$ cat src/core/pocs_params.svh
// Offsets, field positions, reset values and timing counts for the pixel output block
// Assumes inclusion by the package and the design files
//
// Function
// Sample the strap pin after power-up; it becomes the serial address LSB.
// After the strap sample the pin drives vertical sync, unchanged by the strap.
// Red, green and blue leave as 10-bit words, bit 9 most significant.
// Sample instant to output takes a fixed number of clock cycles; here fixed only while sink_ready stays high, sink stalls add cycles.
// Phase register moves sampling, data, data clock and hsync together.
// Output clock control bits 7 to 6 choose one of four data clocks.
// Pixel, 90-degree and double-rate clocks stay synchronous with sampling.
// Fourth choice is a half-rate pixel clock made inside the block.
// Downstream logic captures data and hsync with the data clock; the bench sink captures on pclk while pixel_valid is high.
// Hsync output is rebuilt, aligned with data, polarity and width programmable.
// Select codes 00, 01, 10, 11 give pixel, 90-degree, double, half.
`ifndef POCS_PARAMS_SVH
`define POCS_PARAMS_SVH

// ----------------------------------------------------------------
// Register offsets
// ----------------------------------------------------------------
`define POCS_OFS_PHASE      12'h004
`define POCS_OFS_OCLK       12'h020
`define POCS_OFS_STATUS     12'h024
`define POCS_OFS_HSCTL      12'h028

// ----------------------------------------------------------------
// Reset values and fields
// ----------------------------------------------------------------
`define POCS_RST_PHASE      8'h00
`define POCS_RST_OCLK       8'h00
`define POCS_RST_HSCTL      10'h010
`define POCS_PHASE_MSB      7
`define POCS_PHASE_LSB      3
`define POCS_CKSEL_MSB      7
`define POCS_CKSEL_LSB      6
`define POCS_HS_WIDTH_MSB   7
`define POCS_HS_POL_BIT     8
`define POCS_VS_POL_BIT     9
`define POCS_ST_STRAP_BIT   0
`define POCS_ST_DONE_BIT    1
`define POCS_ST_OVF_BIT     2
`define POCS_ST_HALF_LSB    8

// ----------------------------------------------------------------
// Timing
// ----------------------------------------------------------------
`define POCS_CLK_NS         20
`define POCS_STRAP_WAIT_NS  1000
`define POCS_STRAP_WAIT_CYC ((`POCS_STRAP_WAIT_NS + `POCS_CLK_NS - 1) / `POCS_CLK_NS)
`define POCS_OUT_LAT        2
`define POCS_TAPS           32

`endif

$ cat src/core/pocs_pkg.sv
// Types shared by the pixel output block
// Assumes the params header is on the include path
package pocs_pkg;
`include "pocs_params.svh"

  // ----------------------------------------------------------------
  // Strap capture states
  // ----------------------------------------------------------------
  typedef enum logic [1:0] {
    POCS_ST_WAIT   = 2'b00,
    POCS_ST_SAMPLE = 2'b01,
    POCS_ST_RUN    = 2'b10
  } pocs_strap_st_t;

  // ----------------------------------------------------------------
  // Data clock choices
  // ----------------------------------------------------------------
  typedef enum logic [1:0] {
    POCS_CK_PIX  = 2'b00,
    POCS_CK_P90  = 2'b01,
    POCS_CK_X2   = 2'b10,
    POCS_CK_HALF = 2'b11
  } pocs_cksel_t;
endpackage

$ cat src/core/pocs_stream_if.sv
// Valid/ready stream between the sampler and the two-entry buffer
// Assumes one clock shared by both ends
`timescale 1ns/10ps
interface pocs_stream_if #(parameter int W = 31);
  logic         in_valid;
  logic         in_ready;
  logic [W-1:0] in_data;
  logic         out_valid;
  logic         out_ready;
  logic [W-1:0] out_data;

  modport buf_side (input in_valid, input in_data, input out_ready,
                    output in_ready, output out_valid, output out_data);
  modport user_side (output in_valid, output in_data, output out_ready,
                     input in_ready, input out_valid, input out_data);
endinterface

$ cat src/core/pocs_buf2.sv
// Two-entry buffer with valid and ready on both sides
// Assumes pclk domain on both sides
`timescale 1ns/10ps
module pocs_buf2 #(
  parameter int W = 31
) (
  input  wire logic           pclk,
  input  wire logic           presetn,
  pocs_stream_if.buf_side     s
);
  import pocs_pkg::*;

  typedef struct packed {
    logic [1:0]   cnt;
    logic [W-1:0] e0;
    logic [W-1:0] e1;
  } pocs_buf_st_t;

  pocs_buf_st_t s_q;
  pocs_buf_st_t s_d;
  logic         push;
  logic         pop;

  assign s.in_ready  = (s_q.cnt != 2'd2);
  assign s.out_valid = (s_q.cnt != 2'd0);
  assign s.out_data  = s_q.e0;

  // ----------------------------------------------------------------
  // Next state
  // ----------------------------------------------------------------
  always_comb
  begin
    s_d  = s_q;
    push = s.in_valid & s.in_ready;
    pop  = s.out_valid & s.out_ready;
    case ({push, pop})
      2'b10:
      begin
        if (s_q.cnt == 2'd0)
          s_d.e0 = s.in_data;
        else
          s_d.e1 = s.in_data;
        s_d.cnt = s_q.cnt + 2'd1;
      end
      2'b01:
      begin
        s_d.e0  = s_q.e1;
        s_d.cnt = s_q.cnt - 2'd1;
      end
      2'b11:
      begin
        if (s_q.cnt == 2'd1)
          s_d.e0 = s.in_data;
        else
        begin
          s_d.e0 = s_q.e1;
          s_d.e1 = s.in_data;
        end
      end
      default: s_d = s_q;
    endcase
  end

  always_ff @(posedge pclk or negedge presetn)
  begin
    if (!presetn)
      s_q <= '0;
    else
      s_q <= s_d;
  end
endmodule

$ cat src/core/pocs_top.sv
// Pixel output stage: sampling phase, data clock select, hsync rebuild, strap capture
// Assumes APB master on pclk; video pins arrive asynchronously
`timescale 1ns/10ps
`include "pocs_params.svh"
module pocs_top #(
  parameter int CH_W = 10
) (
  input  wire logic            pclk,
  input  wire logic            presetn,
  input  wire logic [11:0]     paddr,
  input  wire logic            psel,
  input  wire logic            penable,
  input  wire logic            pwrite,
  input  wire logic [31:0]     pwdata,
  input  wire logic [3:0]      pstrb,
  output logic      [31:0]     prdata,
  output logic                 pready,
  output logic                 pslverr,
  input  wire logic            external_sample_clock_in,
  input  wire logic            hsync_in,
  input  wire logic            vsync_in,
  input  wire logic [CH_W-1:0] adc_red,
  input  wire logic [CH_W-1:0] adc_green,
  input  wire logic [CH_W-1:0] adc_blue,
  input  wire logic            vertical_sync_output_i,
  output logic                 vertical_sync_output_o,
  output logic                 vertical_sync_output_oe,
  output logic [CH_W-1:0]      red_out,
  output logic [CH_W-1:0]      green_out,
  output logic [CH_W-1:0]      blue_out,
  output logic                 horizontal_sync_output,
  output logic                 data_strobe_clock_out,
  output logic                 pixel_valid,
  input  wire logic            sink_ready,
  output logic                 address_strap_lsb
);
  import pocs_pkg::*;

  localparam int IN_W = 3 * CH_W + 4;
  localparam int PW   = 3 * CH_W + 1;
  localparam int TAPW = `POCS_TAPS + `POCS_OUT_LAT;
  localparam int I_LC = IN_W - 1;
  localparam int I_HS = IN_W - 2;
  localparam int I_VS = IN_W - 3;
  localparam int I_ST = IN_W - 4;

  // ----------------------------------------------------------------
  // State
  // ----------------------------------------------------------------
  typedef struct packed {
    logic [2:0][IN_W-1:0] syn;
    logic [IN_W-1:0]      filt;
    logic                 lclk_prev;
    pocs_strap_st_t       st;
    logic [7:0]           wait_cnt;
    logic                 strap;
    logic [7:0]           phase;
    logic [7:0]           oclk;
    logic [9:0]           hsctl;
    logic                 ovf;
    logic [7:0]           half_cnt;
    logic [7:0]           half;
    logic [TAPW-1:0]      rise_sr;
    logic [TAPW-1:0]      fall_sr;
    logic [6:0]           q_cnt;
    logic                 q_after_fall;
    logic                 hs_prev;
    logic [7:0]           hs_cnt;
    logic                 push_v;
    logic [PW-1:0]        push_d;
    logic [CH_W-1:0]      red;
    logic [CH_W-1:0]      green;
    logic [CH_W-1:0]      blue;
    logic                 hs_out;
    logic                 pix_v;
    logic                 dclk;
    logic                 vs_o;
    logic                 vs_oe;
    logic [31:0]          prdata;
    logic                 pready;
    logic                 pslverr;
  } pocs_top_st_t;

  pocs_top_st_t     s_q;
  pocs_top_st_t     s_d;
  logic [IN_W-1:0]  in_vec;
  logic [4:0]       ph;
  logic [5:0]       tap_o;
  pocs_cksel_t      sel;
  logic             lclk;
  logic             rise;
  logic             fall;
  logic             ev_s;
  logic             ev_ro;
  logic             ev_fo;
  logic             ev_q;
  logic             hs_start;
  logic             hs_act;
  logic             acc;
  logic             hit;
  logic             wr_en;
  logic             ph_wr;

  pocs_stream_if #(.W(PW)) bs ();

  pocs_buf2 #(.W(PW)) u_buf (
    .pclk    (pclk),
    .presetn (presetn),
    .s       (bs)
  );

  assign in_vec       = {external_sample_clock_in, hsync_in, vsync_in, vertical_sync_output_i,
                         adc_red, adc_green, adc_blue};
  assign bs.in_valid  = s_q.push_v;
  assign bs.in_data   = s_q.push_d;
  assign bs.out_ready = sink_ready;

  // ----------------------------------------------------------------
  // Event decode
  // ----------------------------------------------------------------
  assign ph    = s_q.phase[`POCS_PHASE_MSB:`POCS_PHASE_LSB];
  assign tap_o = {1'b0, ph} + 6'(`POCS_OUT_LAT);
  assign sel   = pocs_cksel_t'(s_q.oclk[`POCS_CKSEL_MSB:`POCS_CKSEL_LSB]);
  assign lclk  = s_q.filt[I_LC];
  assign rise  = lclk & ~s_q.lclk_prev;
  assign fall  = ~lclk & s_q.lclk_prev;
  assign ev_s  = s_q.rise_sr[ph];
  assign ev_ro = s_q.rise_sr[tap_o];
  assign ev_fo = s_q.fall_sr[tap_o];
  assign ev_q  = (s_q.q_cnt == 7'd1);
  assign acc   = psel & penable;
  assign hit   = (paddr == `POCS_OFS_PHASE) || (paddr == `POCS_OFS_OCLK) ||
                 (paddr == `POCS_OFS_STATUS) || (paddr == `POCS_OFS_HSCTL);
  assign wr_en = acc & s_q.pready & pwrite & hit;
  assign ph_wr = wr_en & (paddr == `POCS_OFS_PHASE);
  assign hs_start = ev_s & s_q.filt[I_HS] & ~s_q.hs_prev;
  assign hs_act   = hs_start | (s_q.hs_cnt != 8'd0);

  // ----------------------------------------------------------------
  // Next state
  // ----------------------------------------------------------------
  always_comb
  begin
    s_d = s_q;
    // Three-stage input sync, change taken once stages two and three agree
    s_d.syn  = {s_q.syn[1:0], in_vec};
    s_d.filt = (s_q.syn[1] & s_q.syn[2]) | (s_q.filt & (s_q.syn[1] ^ s_q.syn[2]));
    s_d.lclk_prev = lclk;
    // Link clock edges delayed by the phase setting
    s_d.rise_sr = {s_q.rise_sr[TAPW-2:0], rise};
    s_d.fall_sr = {s_q.fall_sr[TAPW-2:0], fall};
    // Half period measurement for quarter points
    if (rise)
      s_d.half_cnt = 8'd1;
    else if (s_q.half_cnt != 8'hFF)
      s_d.half_cnt = s_q.half_cnt + 8'd1;
    if (fall)
      s_d.half = s_q.half_cnt;
    if (ev_ro || ev_fo)
    begin
      s_d.q_cnt        = s_q.half[7:1];
      s_d.q_after_fall = ev_fo;
    end
    else if (s_q.q_cnt != 7'd0)
      s_d.q_cnt = s_q.q_cnt - 7'd1;

    // Data clock, all choices built from the same delayed edges
    case (sel)
      POCS_CK_PIX:
      begin
        if (ev_ro)
          s_d.dclk = 1'b1;
        else if (ev_fo)
          s_d.dclk = 1'b0;
      end
      POCS_CK_P90:
      begin
        if (ev_q)
          s_d.dclk = ~s_q.q_after_fall;
      end
      POCS_CK_X2:
      begin
        if (ev_ro || ev_fo)
          s_d.dclk = 1'b1;
        else if (ev_q)
          s_d.dclk = 1'b0;
      end
      POCS_CK_HALF:
      begin
        if (ev_ro)
          s_d.dclk = ~s_q.dclk;
      end
      default: s_d.dclk = 1'b0;
    endcase

    // Sampling and hsync rebuild
    s_d.push_v = ev_s;
    if (ev_s)
    begin
      s_d.hs_prev = s_q.filt[I_HS];
      if (hs_start)
        s_d.hs_cnt = (s_q.hsctl[`POCS_HS_WIDTH_MSB:0] == 8'd0) ? 8'd0 :
                     s_q.hsctl[`POCS_HS_WIDTH_MSB:0] - 8'd1;
      else if (s_q.hs_cnt != 8'd0)
        s_d.hs_cnt = s_q.hs_cnt - 8'd1;
      s_d.push_d = {hs_act ^ s_q.hsctl[`POCS_HS_POL_BIT], s_q.filt[3*CH_W-1:0]};
    end

    // Output stage, loaded when the receiver takes a word
    s_d.pix_v = bs.out_valid & sink_ready;
    if (bs.out_valid && sink_ready)
    begin
      s_d.hs_out = bs.out_data[PW-1];
      s_d.red    = bs.out_data[3*CH_W-1:2*CH_W];
      s_d.green  = bs.out_data[2*CH_W-1:CH_W];
      s_d.blue   = bs.out_data[CH_W-1:0];
    end

    // Strap capture then vertical sync drive
    case (s_q.st)
      POCS_ST_WAIT:
      begin
        s_d.vs_oe = 1'b0;
        if (s_q.wait_cnt == 8'd0)
          s_d.st = POCS_ST_SAMPLE;
        else
          s_d.wait_cnt = s_q.wait_cnt - 8'd1;
      end
      POCS_ST_SAMPLE:
      begin
        if (s_q.syn[1][I_ST] == s_q.syn[2][I_ST])
        begin
          s_d.strap = s_q.syn[2][I_ST];
          s_d.st    = POCS_ST_RUN;
          s_d.vs_oe = 1'b1;
        end
      end
      POCS_ST_RUN:
      begin
        s_d.vs_oe = 1'b1;
        s_d.vs_o  = s_q.filt[I_VS] ^ s_q.hsctl[`POCS_VS_POL_BIT];
      end
      default: s_d.st = POCS_ST_WAIT;
    endcase

    // APB slave, one wait state
    s_d.pready = acc & ~s_q.pready;
    if (acc && !s_q.pready)
    begin
      s_d.pslverr = ~hit;
      case (paddr)
        `POCS_OFS_PHASE:  s_d.prdata = {24'h000000, s_q.phase};
        `POCS_OFS_OCLK:   s_d.prdata = {24'h000000, s_q.oclk};
        `POCS_OFS_HSCTL:  s_d.prdata = {22'h000000, s_q.hsctl};
        `POCS_OFS_STATUS: s_d.prdata = {16'h0000, s_q.half, 5'h00, s_q.ovf,
                                        (s_q.st == POCS_ST_RUN), s_q.strap};
        default:          s_d.prdata = 32'h00000000;
      endcase
    end
    else if (!acc)
      s_d.pslverr = 1'b0;
    if (wr_en && pstrb[0])
    begin
      if (paddr == `POCS_OFS_PHASE)
        s_d.phase = pwdata[7:0];
      if (paddr == `POCS_OFS_OCLK)
        s_d.oclk = pwdata[7:0];
      if (paddr == `POCS_OFS_HSCTL)
        s_d.hsctl[7:0] = pwdata[7:0];
      if (paddr == `POCS_OFS_STATUS && pwdata[`POCS_ST_OVF_BIT])
        s_d.ovf = 1'b0;
    end
    if (wr_en && pstrb[1] && paddr == `POCS_OFS_HSCTL)
      s_d.hsctl[9:8] = pwdata[9:8];
    // Dropped sample flag, set wins over clear
    if (s_q.push_v && !bs.in_ready)
      s_d.ovf = 1'b1;
  end

  always_ff @(posedge pclk or negedge presetn)
  begin
    if (!presetn)
    begin
      s_q          <= '0;
      s_q.st       <= POCS_ST_WAIT;
      s_q.wait_cnt <= 8'(`POCS_STRAP_WAIT_CYC - 1);
      s_q.phase    <= `POCS_RST_PHASE;
      s_q.oclk     <= `POCS_RST_OCLK;
      s_q.hsctl    <= `POCS_RST_HSCTL;
    end
    else
      s_q <= s_d;
  end

  // ----------------------------------------------------------------
  // Outputs
  // ----------------------------------------------------------------
  assign prdata                  = s_q.prdata;
  assign pready                  = s_q.pready;
  assign pslverr                 = s_q.pslverr;
  assign vertical_sync_output_o  = s_q.vs_o;
  assign vertical_sync_output_oe = s_q.vs_oe;
  assign red_out                 = s_q.red;
  assign green_out               = s_q.green;
  assign blue_out                = s_q.blue;
  assign horizontal_sync_output  = s_q.hs_out;
  assign data_strobe_clock_out   = s_q.dclk;
  assign pixel_valid             = s_q.pix_v;
  assign address_strap_lsb       = s_q.strap;
endmodule

$ cat config.mk
export PLATFORM = sky130hd
export DESIGN_NAME = pocs_top
export DESIGN_NICKNAME = d
export VERILOG_FILES = /design/src/core/pocs_pkg.sv /design/src/core/pocs_stream_if.sv /design/src/core/pocs_buf2.sv /design/src/core/pocs_top.sv
export VERILOG_INCLUDE_DIRS = /design/src /design/src/core
export SDC_FILE = /design/constraint.sdc
export NUM_CORES = 1
export LEC_CHECK = 0
export ABC_AREA = 1
export BUFFER_PORTS_ARGS = -buffer_cell sky130_fd_sc_hd__buf_2
export CORE_MARGIN = 5
export CORE_UTILIZATION = 35
export DETAILED_ROUTE_END_ITERATION = 8
export GPL_TIMING_DRIVEN = 1
export PLACE_DENSITY = 0.62
export SLEW_MARGIN = 15
export SYNTH_ARGS = -nofsm -noshare
export SYNTH_HDL_FRONTEND = slang
export SYNTH_SLANG_ARGS = --single-unit
$ cat constraint.sdc
create_clock -name pclk -period 3 [get_ports pclk]
set_clock_uncertainty 0.2 [all_clocks]
set_input_delay 0.15 -clock pclk [delete_from_list [all_inputs] [get_ports pclk]]
set_output_delay 0.15 -clock pclk [all_outputs]
set_load 0.005 [all_outputs]
==> metrics.md, run 1 <==
| Metric | Value |
|---|---|
| Outcome | `complete, no violations` |
| Core Area | `~0.049 mm²` |
| Vias per cell | `4.66` |
| DRT antenna net count | `0` |
| RePlAce Congestion | `0.851` |
| Largest net degree at the start of global routing | `70` |
| Unique masters post-synth | `43` |
| Number of synthesized flops with an enable pin | `0` |
| Worst relative slew slack | `47.1%` |
| Critical path fanouts, max | `5` |
| Residual DRC | `0` |
| DR pass1 iterations | `5` |
| Initial antenna violation count | `0` |
| Share of post-route cells with drive strength above 1 | `13.6%` |
| VDD IR max | `0.464 mV` |
| Worst skew pair latency | `0.57 ns` |
| Crit path setup slack, layout | `0.130 ns` |
| CTS Buf Count | `between 40 and 50` |
| Fin cells | `between 2000 and 3000` |
| Fillers | `4575` |
| Die width | `231 µm` |
| Area leader, netlist | `dfrtp_1` |
| Clock tree sinks | `about 420` |
| IO Port Bufs | `117` |
| Clk slew on worst S/H paths | `0.06 ns` |
| Vias in the first global route | `11800` |
| Die Area | `about 0.053 mm²` |
| Setup TNS Final | `0 ns` |
| Final hold viol count | `0` |
| Ys Warns | `0` |
| Register area share after synthesis | `62.1%` |
| Min cycle time layout | `~2.9 ns` |
| CP endpoint kind | `flop` |
| Startpoint types | `input pin` |
| CTS root buf | `clkbuf_16` |
| Family with the most delay on the worst path | `buffers and inverters` |
| Worst hold path class | `input pin to flop` |
| Ports | `158` |
| Leak | `10.1 nW` |
| Nets | `2021` |
| Die Y | `231 µm` |
| ANT cells | `0` |
| DRT iter0 DRCs | `732` |
| CP Data Required Time | `3.30 ns` |
| DR WL/cell | `~14 µm` |
| GR Util All Layers | `13.6%` |
| H-tree Lvls | `2` |
| DP HPWL | `23.2 mm` |
| Placed insts | `2355` |
| CTS tree | `yes` |
| Async S/R FF share, synth | `100%` |
| Crit Path Class | `input pin to flop` |
| First-pass GRT wire length | `60.6 mm` |
| Peak Freq | `0.348 GHz` |
| Post-synth top area share | `between 60% and 70%` |
| Most frequent cell after synthesis | `dfrtp_1` |
| Worst Path Buf+Inv | `5` |
| Synth Instances | `1693` |
| Most used cell along the critical path | `dlygate4sd3_1` |
| Pwr/cell area | `775 mW/mm²` |
| Setup Viol. Count Final | `0` |
| Most common flop cell mapped by yosys | `dfrtp_1` |
| Dpl ws | `0.278 ns` |
| Synthesized area | `0.0171 mm²` |
| Crit-path cells | `dlygate4sd3_1, buf_2, inv_1, nor3_1, nand2_1, nand4_1, nand3_1, nor2_4, nand2_1, dlygate4sd3_1, o21ai_0, dlygate4sd3_1` |
| RSZ-0062 raised after global routing | `false` |
| GRT overflow | `0` |
| Crit path largest cell delay | `slightly below 0.6 ns` |
| Syn_area_per_cell | `10.1 µm²` |
| Initial Utilization | `between 30% and 40%` |
| Core Rows | `81` |
| Via count | `~12000` |
| Area contributors post-synth | `dfrtp_1 61%, nand2_1 8.0%, o21ai_0 6.6%` |
| Maximum buffer depth of the clock tree | `3` |
| Data arrival, critical path | `~3.2 ns` |
| Commonest cells in the netlist | `420 x dfrtp_1, 363 x nand2_1, 226 x o21ai_0` |
| Fin crit share | `95.7%` |
| Layout Area Growth over Synthesis | `20.4%` |
| FF+latch count, synth | `424` |
| Fin util | `42.3%` |
| Detailed Route WL | `36.0 mm` |
| Final Max Slew Viols | `0` |
| Worst slew pin tran | `0.791 ns` |
| Slowest stage cell, crit path | `dlygate4sd3_1` |
| Max-cap viol count | `0` |
[cell families (layout without fill, tap and decap cells)]
group	Yosys count	count (layout)	synth area share (%)
simple gates	557	558	13.7
fa+ha+maj	53	53	3.88
mux	8	8	0.527
compound gates	327	327	10.4
xor+xnor	20	20	1.02
other cells	1	16	0.0219
flops	424	424	62.1
buf+inv	303	507	8.40
[layout by cell type (no fill, tap or decap), drive strengths merged]
cell type    count
mux2             8
dfstp            4
nor3b            1
a41oi            1
o21bai           1
dfrtp          420
o311ai           1
or2              4
a21o            34
ha              53
nand3b           1
buf            152
nor2            58
o22ai            7
clkbuf          64
o2111ai          2
nand2          366
a21oi           20
xor2            12
o31ai            1
nor3            11
o21ai          251
clkinvlp         2
o211ai           2
conb            16
inv            186
nand3          103
clkinv          10
a31oi            4
nand4           12
nor4             2
bufinv           2
xnor2            8
a221oi           3
dlygate4sd3     91
[repair_timing]
| item | 4_1_cts | 5_1_grt |
|---|---|---|
| setup buffers | 0 | 6 |
| endpoints found under the setup margin | 0 | 3 |
| hold endpoints to repair | 470 | 0 |
| hold buffers | 92 | 0 |
| gates resized for setup | 0 | 3 |
[power breakdown]
part           switching (mW)  total [mW]  internal [mW]
Combinational            1.88        3.00           1.13
Sequential              0.537        7.37           6.84
Clock                    2.28        5.60           3.32
[worst paths after layout]
path,start,end,slack [ns],cells past startpoint
worst max-delay path,paddr[3],s_q[219]$_DFFE_PN0P_,0.13,12
worst min-delay path,adc_blue[8],s_d[317]$_DFF_PN0_,0.04,2
worst max register to register,pready$_DFF_PN0_,s_q[219]$_DFFE_PN0P_,0.17,8
worst min register to register,s_d[309]$_DFF_PN0_,s_d[343]$_DFF_PN0_,0.14,0
max in group asynchronous,presetn,s_q[350]$_DFF_PN0_,1.37,4
min in group asynchronous,presetn,u_buf.s_q[19]$_DFFE_PN0P_,0.45,3
[area by class of cell]
class | instances | area, µm² | area share [%]
clock buffers | 64 | 1350 | 6.55
clock inverters | 17 | 166 | 0.808
inverters | 183 | 687 | 3.33
multi-input cells | 982 | 5150 | 25.0
flip-flops and latches | 424 | 10600 | 51.5
well taps | 622 | 778 | 3.78
repair buffers | 243 | 1860 | 9.01
[routing by layer]
layer,up-vias,track usage (%),routed length [µm]
li1,5781,-,-
met1,5728,19.1,17000
met2,239,21.4,16400
met3,61,2.71,1570
met4,0,4.68,1060
met5,-,0,0
[metrics by stage]
step / area [µm²] / total power [mW] / hold slack [ns]
4_1_cts: 20500 / 16.2 / 0.00543
2_1_floorplan: 17200 / 9.51 / -0.346
6_report: 20600 / 16.0 / 0.0402
5_1_grt: 20600 / 17.0 / 0.0241
3_3_place_gp: 18100 / 10.3 / -0.0181
3_5_place_dp: 18100 / 10.4 / -0.0174
[registers in the layout, summed over array words and instances, names as in the netlist, 5 cells and up]
signal            flops
bs.in_data           31
prdata               16
red_out              10
green_out            10
s_d                 134
ph                    5
blue_out             10
u_buf.s.out_data     31
s_q                 134
u_buf.s_q            33
[worst reg2reg max path: stages, from the launching register on]
cell and delay [ns]:
dfrtp_1 0.37, nand3_1 0.12, nor2_1 0.25, nand3_1 0.29, nor2_4 0.25, nand2_1 0.07, dlygate4sd3_1 0.55, o21ai_0 0.09
dlygate4sd3_1 0.58
Note: power is estimated with default switching activity, not from simulation.
==> run 2: changes to the inputs <==
--- a/config.mk
+++ b/config.mk
@@ -6,12 +6,11 @@
 export SDC_FILE = /design/constraint.sdc
 export NUM_CORES = 1
 export LEC_CHECK = 0
-export ABC_AREA = 1
 export BUFFER_PORTS_ARGS = -buffer_cell sky130_fd_sc_hd__buf_2
 export CORE_MARGIN = 5
 export CORE_UTILIZATION = 35
 export DETAILED_ROUTE_END_ITERATION = 8
-export GPL_TIMING_DRIVEN = 1
+export GPL_TIMING_DRIVEN = 0
 export PLACE_DENSITY = 0.62
 export SLEW_MARGIN = 15
 export SYNTH_ARGS = -nofsm -noshare
==> metrics.md, run 2 <==
| Metric | Value |
|---|---|
| Core Area | `between 0.04 and 0.05 mm²` |
| Startpoint types | `flop` |
| DRT antenna net count | `0` |
| Number of synthesized flops with an enable pin | `0` |
| GRT overflow | `0` |
| Fillers | `4363` |
| Syn_area_per_cell | `13.2 µm²` |
| Post-synth top area share | `between 60% and 70%` |
| R2R Path Start | `ph[0]$_DFFE_PN0P_` |
| Multi-input gate area | `0.00537 mm²` |
| Final Max Slew Viols | `0` |
| CTS root buf | `clkbuf_16` |
| Reg-to-reg critical path endpoint | `data_strobe_clock_out$_DFFE_PN0P_` |
| ANT cells | `0` |
| Die width | `approximately 230 µm` |
| Maximum buffer depth of the clock tree | `3` |
| Vias per cell | `4.71` |
| Detailed Route WL | `around 33 mm` |
| Slowest stage cell, crit path | `mux4_2` |
| RePlAce Congestion | `0.814` |
| Worst slew pin tran | `approximately 1.2 ns` |
| Die Area | `0.0520 mm²` |
| CP Data Required Time | `3.25 ns` |
| R2R cell count | `9` |
| Setup Viol. Count Final | `0` |
| Dpl ws | `-0.666 ns` |
| Register area share after synthesis | `63.7%` |
| Top Usage Layer GRT | `met2` |
| Layout Area Growth over Synthesis | `23.7%` |
| Area leader, netlist | `dfrtp_1` |
| Worst relative slew slack | `22.2%` |
| Most common cell after layout, fill and taps aside | `dfrtp_1` |
| Crit path largest cell delay | `0.52 ns` |
| Via count | `10200` |
| Reg-to-reg slack, setup | `0.13 ns` |
| Most common flop cell mapped by yosys | `dfrtp_1` |
| Most frequent cells in the layout | `419 x dfrtp_1, 143 x nand2_1, 120 x buf_2, 103 x mux2_2, 74 x nor2_1` |
| Critical path fanouts, max | `10` |
| Unique masters post-synth | `54` |
| Area contributors post-synth | `dfrtp_1 63%, mux2_2 7.0%, ha_1 4.0%` |
| FF/Latch Area | `0.0106 mm²` |
| H-tree Lvls | `2` |
| Clock tree sinks | `between 400 and 500` |
| Data arrival, critical path | `3.12 ns` |
| Synth Instances | `1263` |
| Most frequent cell after synthesis | `dfrtp_1` |
| GR Util met2 | `between 20% and 30%` |
| Fin util | `43.4%` |
| Leak | `between 9 and 10 nW` |
| CP endpoint kind | `flop` |
| Nets | `1659` |
| Ys Warns | `0` |
| WHS | `around 0.011 ns` |
| Initial Utilization | `35.1%` |
| Global-route met3 utilization | `2.55%` |
| Worst hold path class | `input pin to asynchronous set/reset pin` |
| Ports | `158` |
| CTS tree | `yes` |
| VDD IR max | `0.384 mV` |
| Residual DRC | `0` |
| CTS Buf Count | `46` |
| Setup Fix Bufs, Post-CTS | `0` |
| Die Y | `228 µm` |
| Core Rows | `80` |
| First-pass GRT wire length | `55.4 mm` |
| Clk slew on worst S/H paths | `0.06 ns` |
| DRT iter0 DRCs | `~500` |
| Crit-path cells | `buf_6, buf_8, mux4_2, mux4_2, inv_2, o22ai_2, buf_6, mux2_2, a211o_1` |
| RSZ-0062 raised after global routing | `false` |
| Outcome | `complete, no violations` |
| Synthesized area | `0.0167 mm²` |
| Min cycle time layout | `2.87 ns` |
| Peak Freq | `0.348 GHz` |
| Fin crit share | `between 90% and 100%` |
| DR pass1 iterations | `4` |
| Initial antenna violation count | `0` |
| GR Util All Layers | `12.7%` |
| DP HPWL | `21.5 mm` |
| IO Port Bufs | `117` |
| Met1 usage | `between 15 and 20%` |
| Placed Area | `0.0182 mm²` |
| Pwr/cell area | `about 820 mW/mm²` |
| DR WL/cell | `15.1 µm` |
| Max-cap viol count | `0` |
| Async S/R FF share, synth | `between 90% and 100%` |
| Largest net degree at the start of global routing | `between 100 and 150` |
| Share of post-route cells with drive strength above 1 | `28.0%` |
| Commonest cells in the netlist | `420 x dfrtp_1, 143 x nand2_1, 103 x mux2_2` |
| FF+latch count, synth | `~420` |
| Total chip power | `~17 mW` |
| Final hold viol count | `0` |
| Vias in the first global route | `10800` |
| Worst skew pair latency | `0.57 ns` |
| Finished Cell Area | `0.0206 mm²` |
| Crit path setup slack, layout | `0.130 ns` |
| Crit Path Class | `flop to flop` |
## run 2: cell types whose count changed in the layout (fill, tap and decap cells not counted), sizes merged, moves of 18 or more
cell / previous run / this run
nand2: 366 / 143
mux2: 8 / 103
nor2: 58 / 76
o21ai: 251 / 23
inv: 186 / 28
nand3: 103 / 16
mux4: 0 / 26
dlygate4sd3: 91 / 73
a21oi: 20 / 55
a22oi: 0 / 40
buf: 152 / 195
clkbuf: 64 / 101
## run 2: worst max-delay path by stage
stage,slack [ns],to,depth (start not counted),from
finish,0.13,data_strobe_clock_out$_DFFE_PN0P_,9,ph[0]$_DFFE_PN0P_
CTS,0.003,data_strobe_clock_out$_DFFE_PN0P_,9,ph[1]$_DFFE_PN0P_
detailed placement,-0.67,u_buf.s.out_data[26]$_DFFE_PN0P_,12,u_buf.s_q[62]$_DFFE_PN0P_
global route,0.002,data_strobe_clock_out$_DFFE_PN0P_,9,ph[0]$_DFFE_PN0P_
global placement,-6.70,s_d[325]$_DFF_PN0_,1,presetn
floorplan,0.16,u_buf.s_q[0]$_DFFE_PN0P_,10,u_buf.s_q[62]$_DFFE_PN0P_
## run 2: kinds of logic (layout without fill, tap and decap cells)
family	after synthesis	in the layout	synth area share [%]
xor+xnor	26	26	1.37
buf+inv	138	415	4.73
flops	424	424	63.7
compound gates	187	187	7.36
mux	138	138	11.0
fa+ha+maj	53	53	3.98
other cells	1	16	0.0225
simple gates	296	296	7.78
## run 2: timing repair
action                                 CTS  global route
endpoints found under the hold margin  185             0
resized for setup                       22            18
pin swaps                                0             0
hold buffers                            73             0
setup endpoints to repair               93            71
## run 2: through the flow
step	setup TNS, ns	instances
floorplan	0	1278
global placement	-2834.47	2010
detailed placement	-39.52	2014
CTS	0	2170
global route	0	2170
finish	0	2170
## run 2: critical path: cells and delay by family, from the launching register on
kind / cells / cell delay, ns
flops: 1 / 0.34
mux: 3 / 1.26
buf+inv: 4 / 0.56
compound gates: 2 / 0.40
## run 2: cell type report
type	count	share of cell area [%]
clock buffer	64	6.55
sequential	424	51.5
tap	615	3.73
clock inverter	21	1.15
inverter	25	0.455
buffer	111	3.56
multi-input combinational	716	26.1
timing repair buffer	194	6.97
## run 2: power breakdown
| group | total (mW) | internal [mW] | leakage (nW) | switching (mW) |
|---|---|---|---|---|
| combinational | 3.36 | 1.75 | 3.87 | 1.61 |
| sequential | 7.71 | 6.93 | 5.22 | 0.775 |
| clock | 5.76 | 3.50 | 0.787 | 2.26 |
## run 2: metal layers
metal / routed length [µm] / vias up / part of all wire (%)
li1: - / 4838 / -
met1: 14900 / 5104 / 46
met2: 15200 / 215 / 47
met3: 1580 / 66 / 4.8
met4: 970 / 0 / 3.0
met5: 0 / - / 0
==> run 3: changes to the inputs <==
==> constraint.sdc (replaced) <==
create_clock -name pclk -period 2.85 [get_ports pclk]
set_clock_uncertainty 0.2 [all_clocks]
set_input_delay 0.1425 -clock pclk [delete_from_list [all_inputs] [get_ports pclk]]
set_output_delay 0.1425 -clock pclk [all_outputs]
set_load 0.005 [all_outputs]
==> metrics.md, run 3 (synthesized netlist as in run 2, its figures left out) <==
| Metric | Value |
|---|---|
| Crit path largest cell delay | `0.53 ns` |
| ANT cells | `0` |
| DRT antenna net count | `0` |
| Switching Fraction | `27.8%` |
| GRT overflow | `0` |
| Largest net degree at the start of global routing | `roughly 110` |
| Clk slew on worst S/H paths | `0.06 ns` |
| Fillers | `4330` |
| WHS | `0.0224 ns` |
| GR Util All Layers | `12.9%` |
| Worst slew pin tran | `1.21 ns` |
| Worst skew pair latency | `0.57 ns` |
| Ports | `about 160` |
| DP HPWL | `21.5 mm` |
| DR WL/cell | `between 15 and 20 µm` |
| Worst hold path class | `input pin to asynchronous set/reset pin` |
| DR pass1 iterations | `5` |
| Crit Path Class | `flop to flop` |
| Clock tree sinks | `424` |
| Outcome | `complete, but fails checks` |
| DRT iter0 DRCs | `approximately 480` |
| CP endpoint kind | `flop` |
| Die Y | `228 µm` |
| Detailed Route WL | `33.9 mm` |
| Setup TNS Final | `-0.00588 ns` |
| Initial Utilization | `35.1%` |
| Comb pwr share | `around a fifth` |
| IO Port Bufs | `117` |
| Clock power frac | `34.0%` |
| Share of post-route cells with drive strength above 1 | `29.5%` |
| Seq pwr share | `45.4%` |
| VDD IR max | `about 0.40 mV` |
| Placed insts | `2014` |
| Fin cells | `2207` |
| Final hold viol count | `0` |
| Vias per cell | `4.72` |
| First-pass GRT wire length | `56.2 mm` |
| Finished Cell Area | `0.0211 mm²` |
| Slowest stage cell, crit path | `mux4_2` |
| Dpl ws | `-0.816 ns` |
| Peak Freq | `0.350 GHz` |
| Switch Pwr | `4.98 mW` |
| Maximum buffer depth of the clock tree | `3` |
| Fin crit share | `100%` |
| Total chip power | `17.9 mW` |
| Vias in the first global route | `10900` |
| Crit path setup slack, layout | `-0.00567 ns` |
| Most frequent cells in the layout | `419 x dfrtp_1, 142 x nand2_1, 119 x buf_2, 98 x mux2_2, 86 x dlygate4sd3_1` |
| Startpoint types | `flop` |
| Layout Area Growth over Synthesis | `26.9%` |
| Violated checks | `setup timing` |
| H-tree Lvls | `2` |
| Core Rows | `80` |
| Residual DRC | `0` |
| CP Data Required Time | `between 3 and 4 ns` |
| RSZ-0062 raised after global routing | `true` |
| Crit-path cells | `buf_6, buf_6, buf_4, mux4_2, mux4_2, nand2b_4, nand3_4, nor2_4, mux2_4` |
| Die width | `228 µm` |
| Most common cell after layout, fill and taps aside | `dfrtp_1` |
| CTS root buf | `clkbuf_16` |
| CTS tree | `yes` |
| Data arrival, critical path | `3.11 ns` |
| Setup Viol. Count Final | `3` |
| Final Max Slew Viols | `0` |
| Initial antenna violation count | `0` |
| Fin util | `between 40 and 50%` |
| Worst relative slew slack | `18.8%` |
| Critical path fanouts, max | `5` |
| Min cycle time layout | `2.86 ns` |
| Placed Area | `0.0182 mm²` |
| Max-cap viol count | `0` |
| Pint | `12.9 mW` |
| Nets | `1696` |
| Die Area | `0.0520 mm²` |
| Via count | `10400` |
| Core Area | `0.0474 mm²` |
| RePlAce Congestion | `0.814` |
| Pwr/cell area | `847 mW/mm²` |
| CTS Buf Count | `46` |
| Leak | `10.1 nW` |
run 3: power by group through the flow:
stage / Combinational [mW] / Sequential [mW] / Clock (mW)
floorplan: 2.51 / 7.94 / 0
global placement: 3.35 / 8.18 / 0
detailed placement: 3.47 / 8.23 / 0
CTS: 3.63 / 8.13 / 6.29
global route: 4.16 / 8.29 / 6.51
finish: 3.69 / 8.12 / 6.08
run 3: final timing paths:
kind	endpoint	cells after the start	startpoint	slack, ns
worst max-delay path	s_q[116]$_DFFE_PN0P_	9	ph[0]$_DFFE_PN0P_	-0.006
worst min-delay path	prdata[11]$_DFFE_PN0P_	3	presetn	0.02
worst max register to register	s_q[116]$_DFFE_PN0P_	9	ph[0]$_DFFE_PN0P_	-0.006
worst min register to register	s_d[349]$_DFF_PN0_	0	s_d[315]$_DFF_PN0_	0.14
max in group asynchronous	green_out[4]$_DFFE_PN0P_	4	presetn	1.49
min in group pclk	s_d[326]$_DFF_PN0_	2	adc_green[7]	0.03
run 3: final cells by class:
type                       instances  area (µm²)  area share (%)
buffer                           110         778            3.68
inverter                          25        93.8           0.444
clock inverter                    21         236            1.12
multi-input combinational        717        5500            26.0
tap                              615         769            3.64
sequential                       424       10600            50.2
clock buffer                      64        1350            6.38
timing repair buffer             231        1800            8.51
run 3: per-layer routing:
metal	up-vias	wire length (µm)	GRT usage (%)
li1	4913	-	-
met1	5224	15400	17.5
met2	222	15900	20.5
met3	66	1580	2.59
met4	0	974	5.03
met5	-	0	0
run 3: repair_timing:
| item | 4_1_cts | 5_1_grt |
|---|---|---|
| buffers inserted | 8 | 15 |
| hold buffers | 86 | 0 |
| hold endpoints to repair | 191 | 0 |
| resized for setup | 41 | 48 |
| cloned | 1 | 1 |
| pin swaps | 4 | 7 |
| endpoints found under the setup margin | 103 | 74 |
run 3: worst max-delay path: cells and delay by family, from the launching register on:
family | cells | cell delay (ns)
buffers and inverters | 3 | 0.38
flip-flops | 1 | 0.34
multiplexers | 3 | 1.37
AND/OR/NAND/NOR | 3 | 0.45
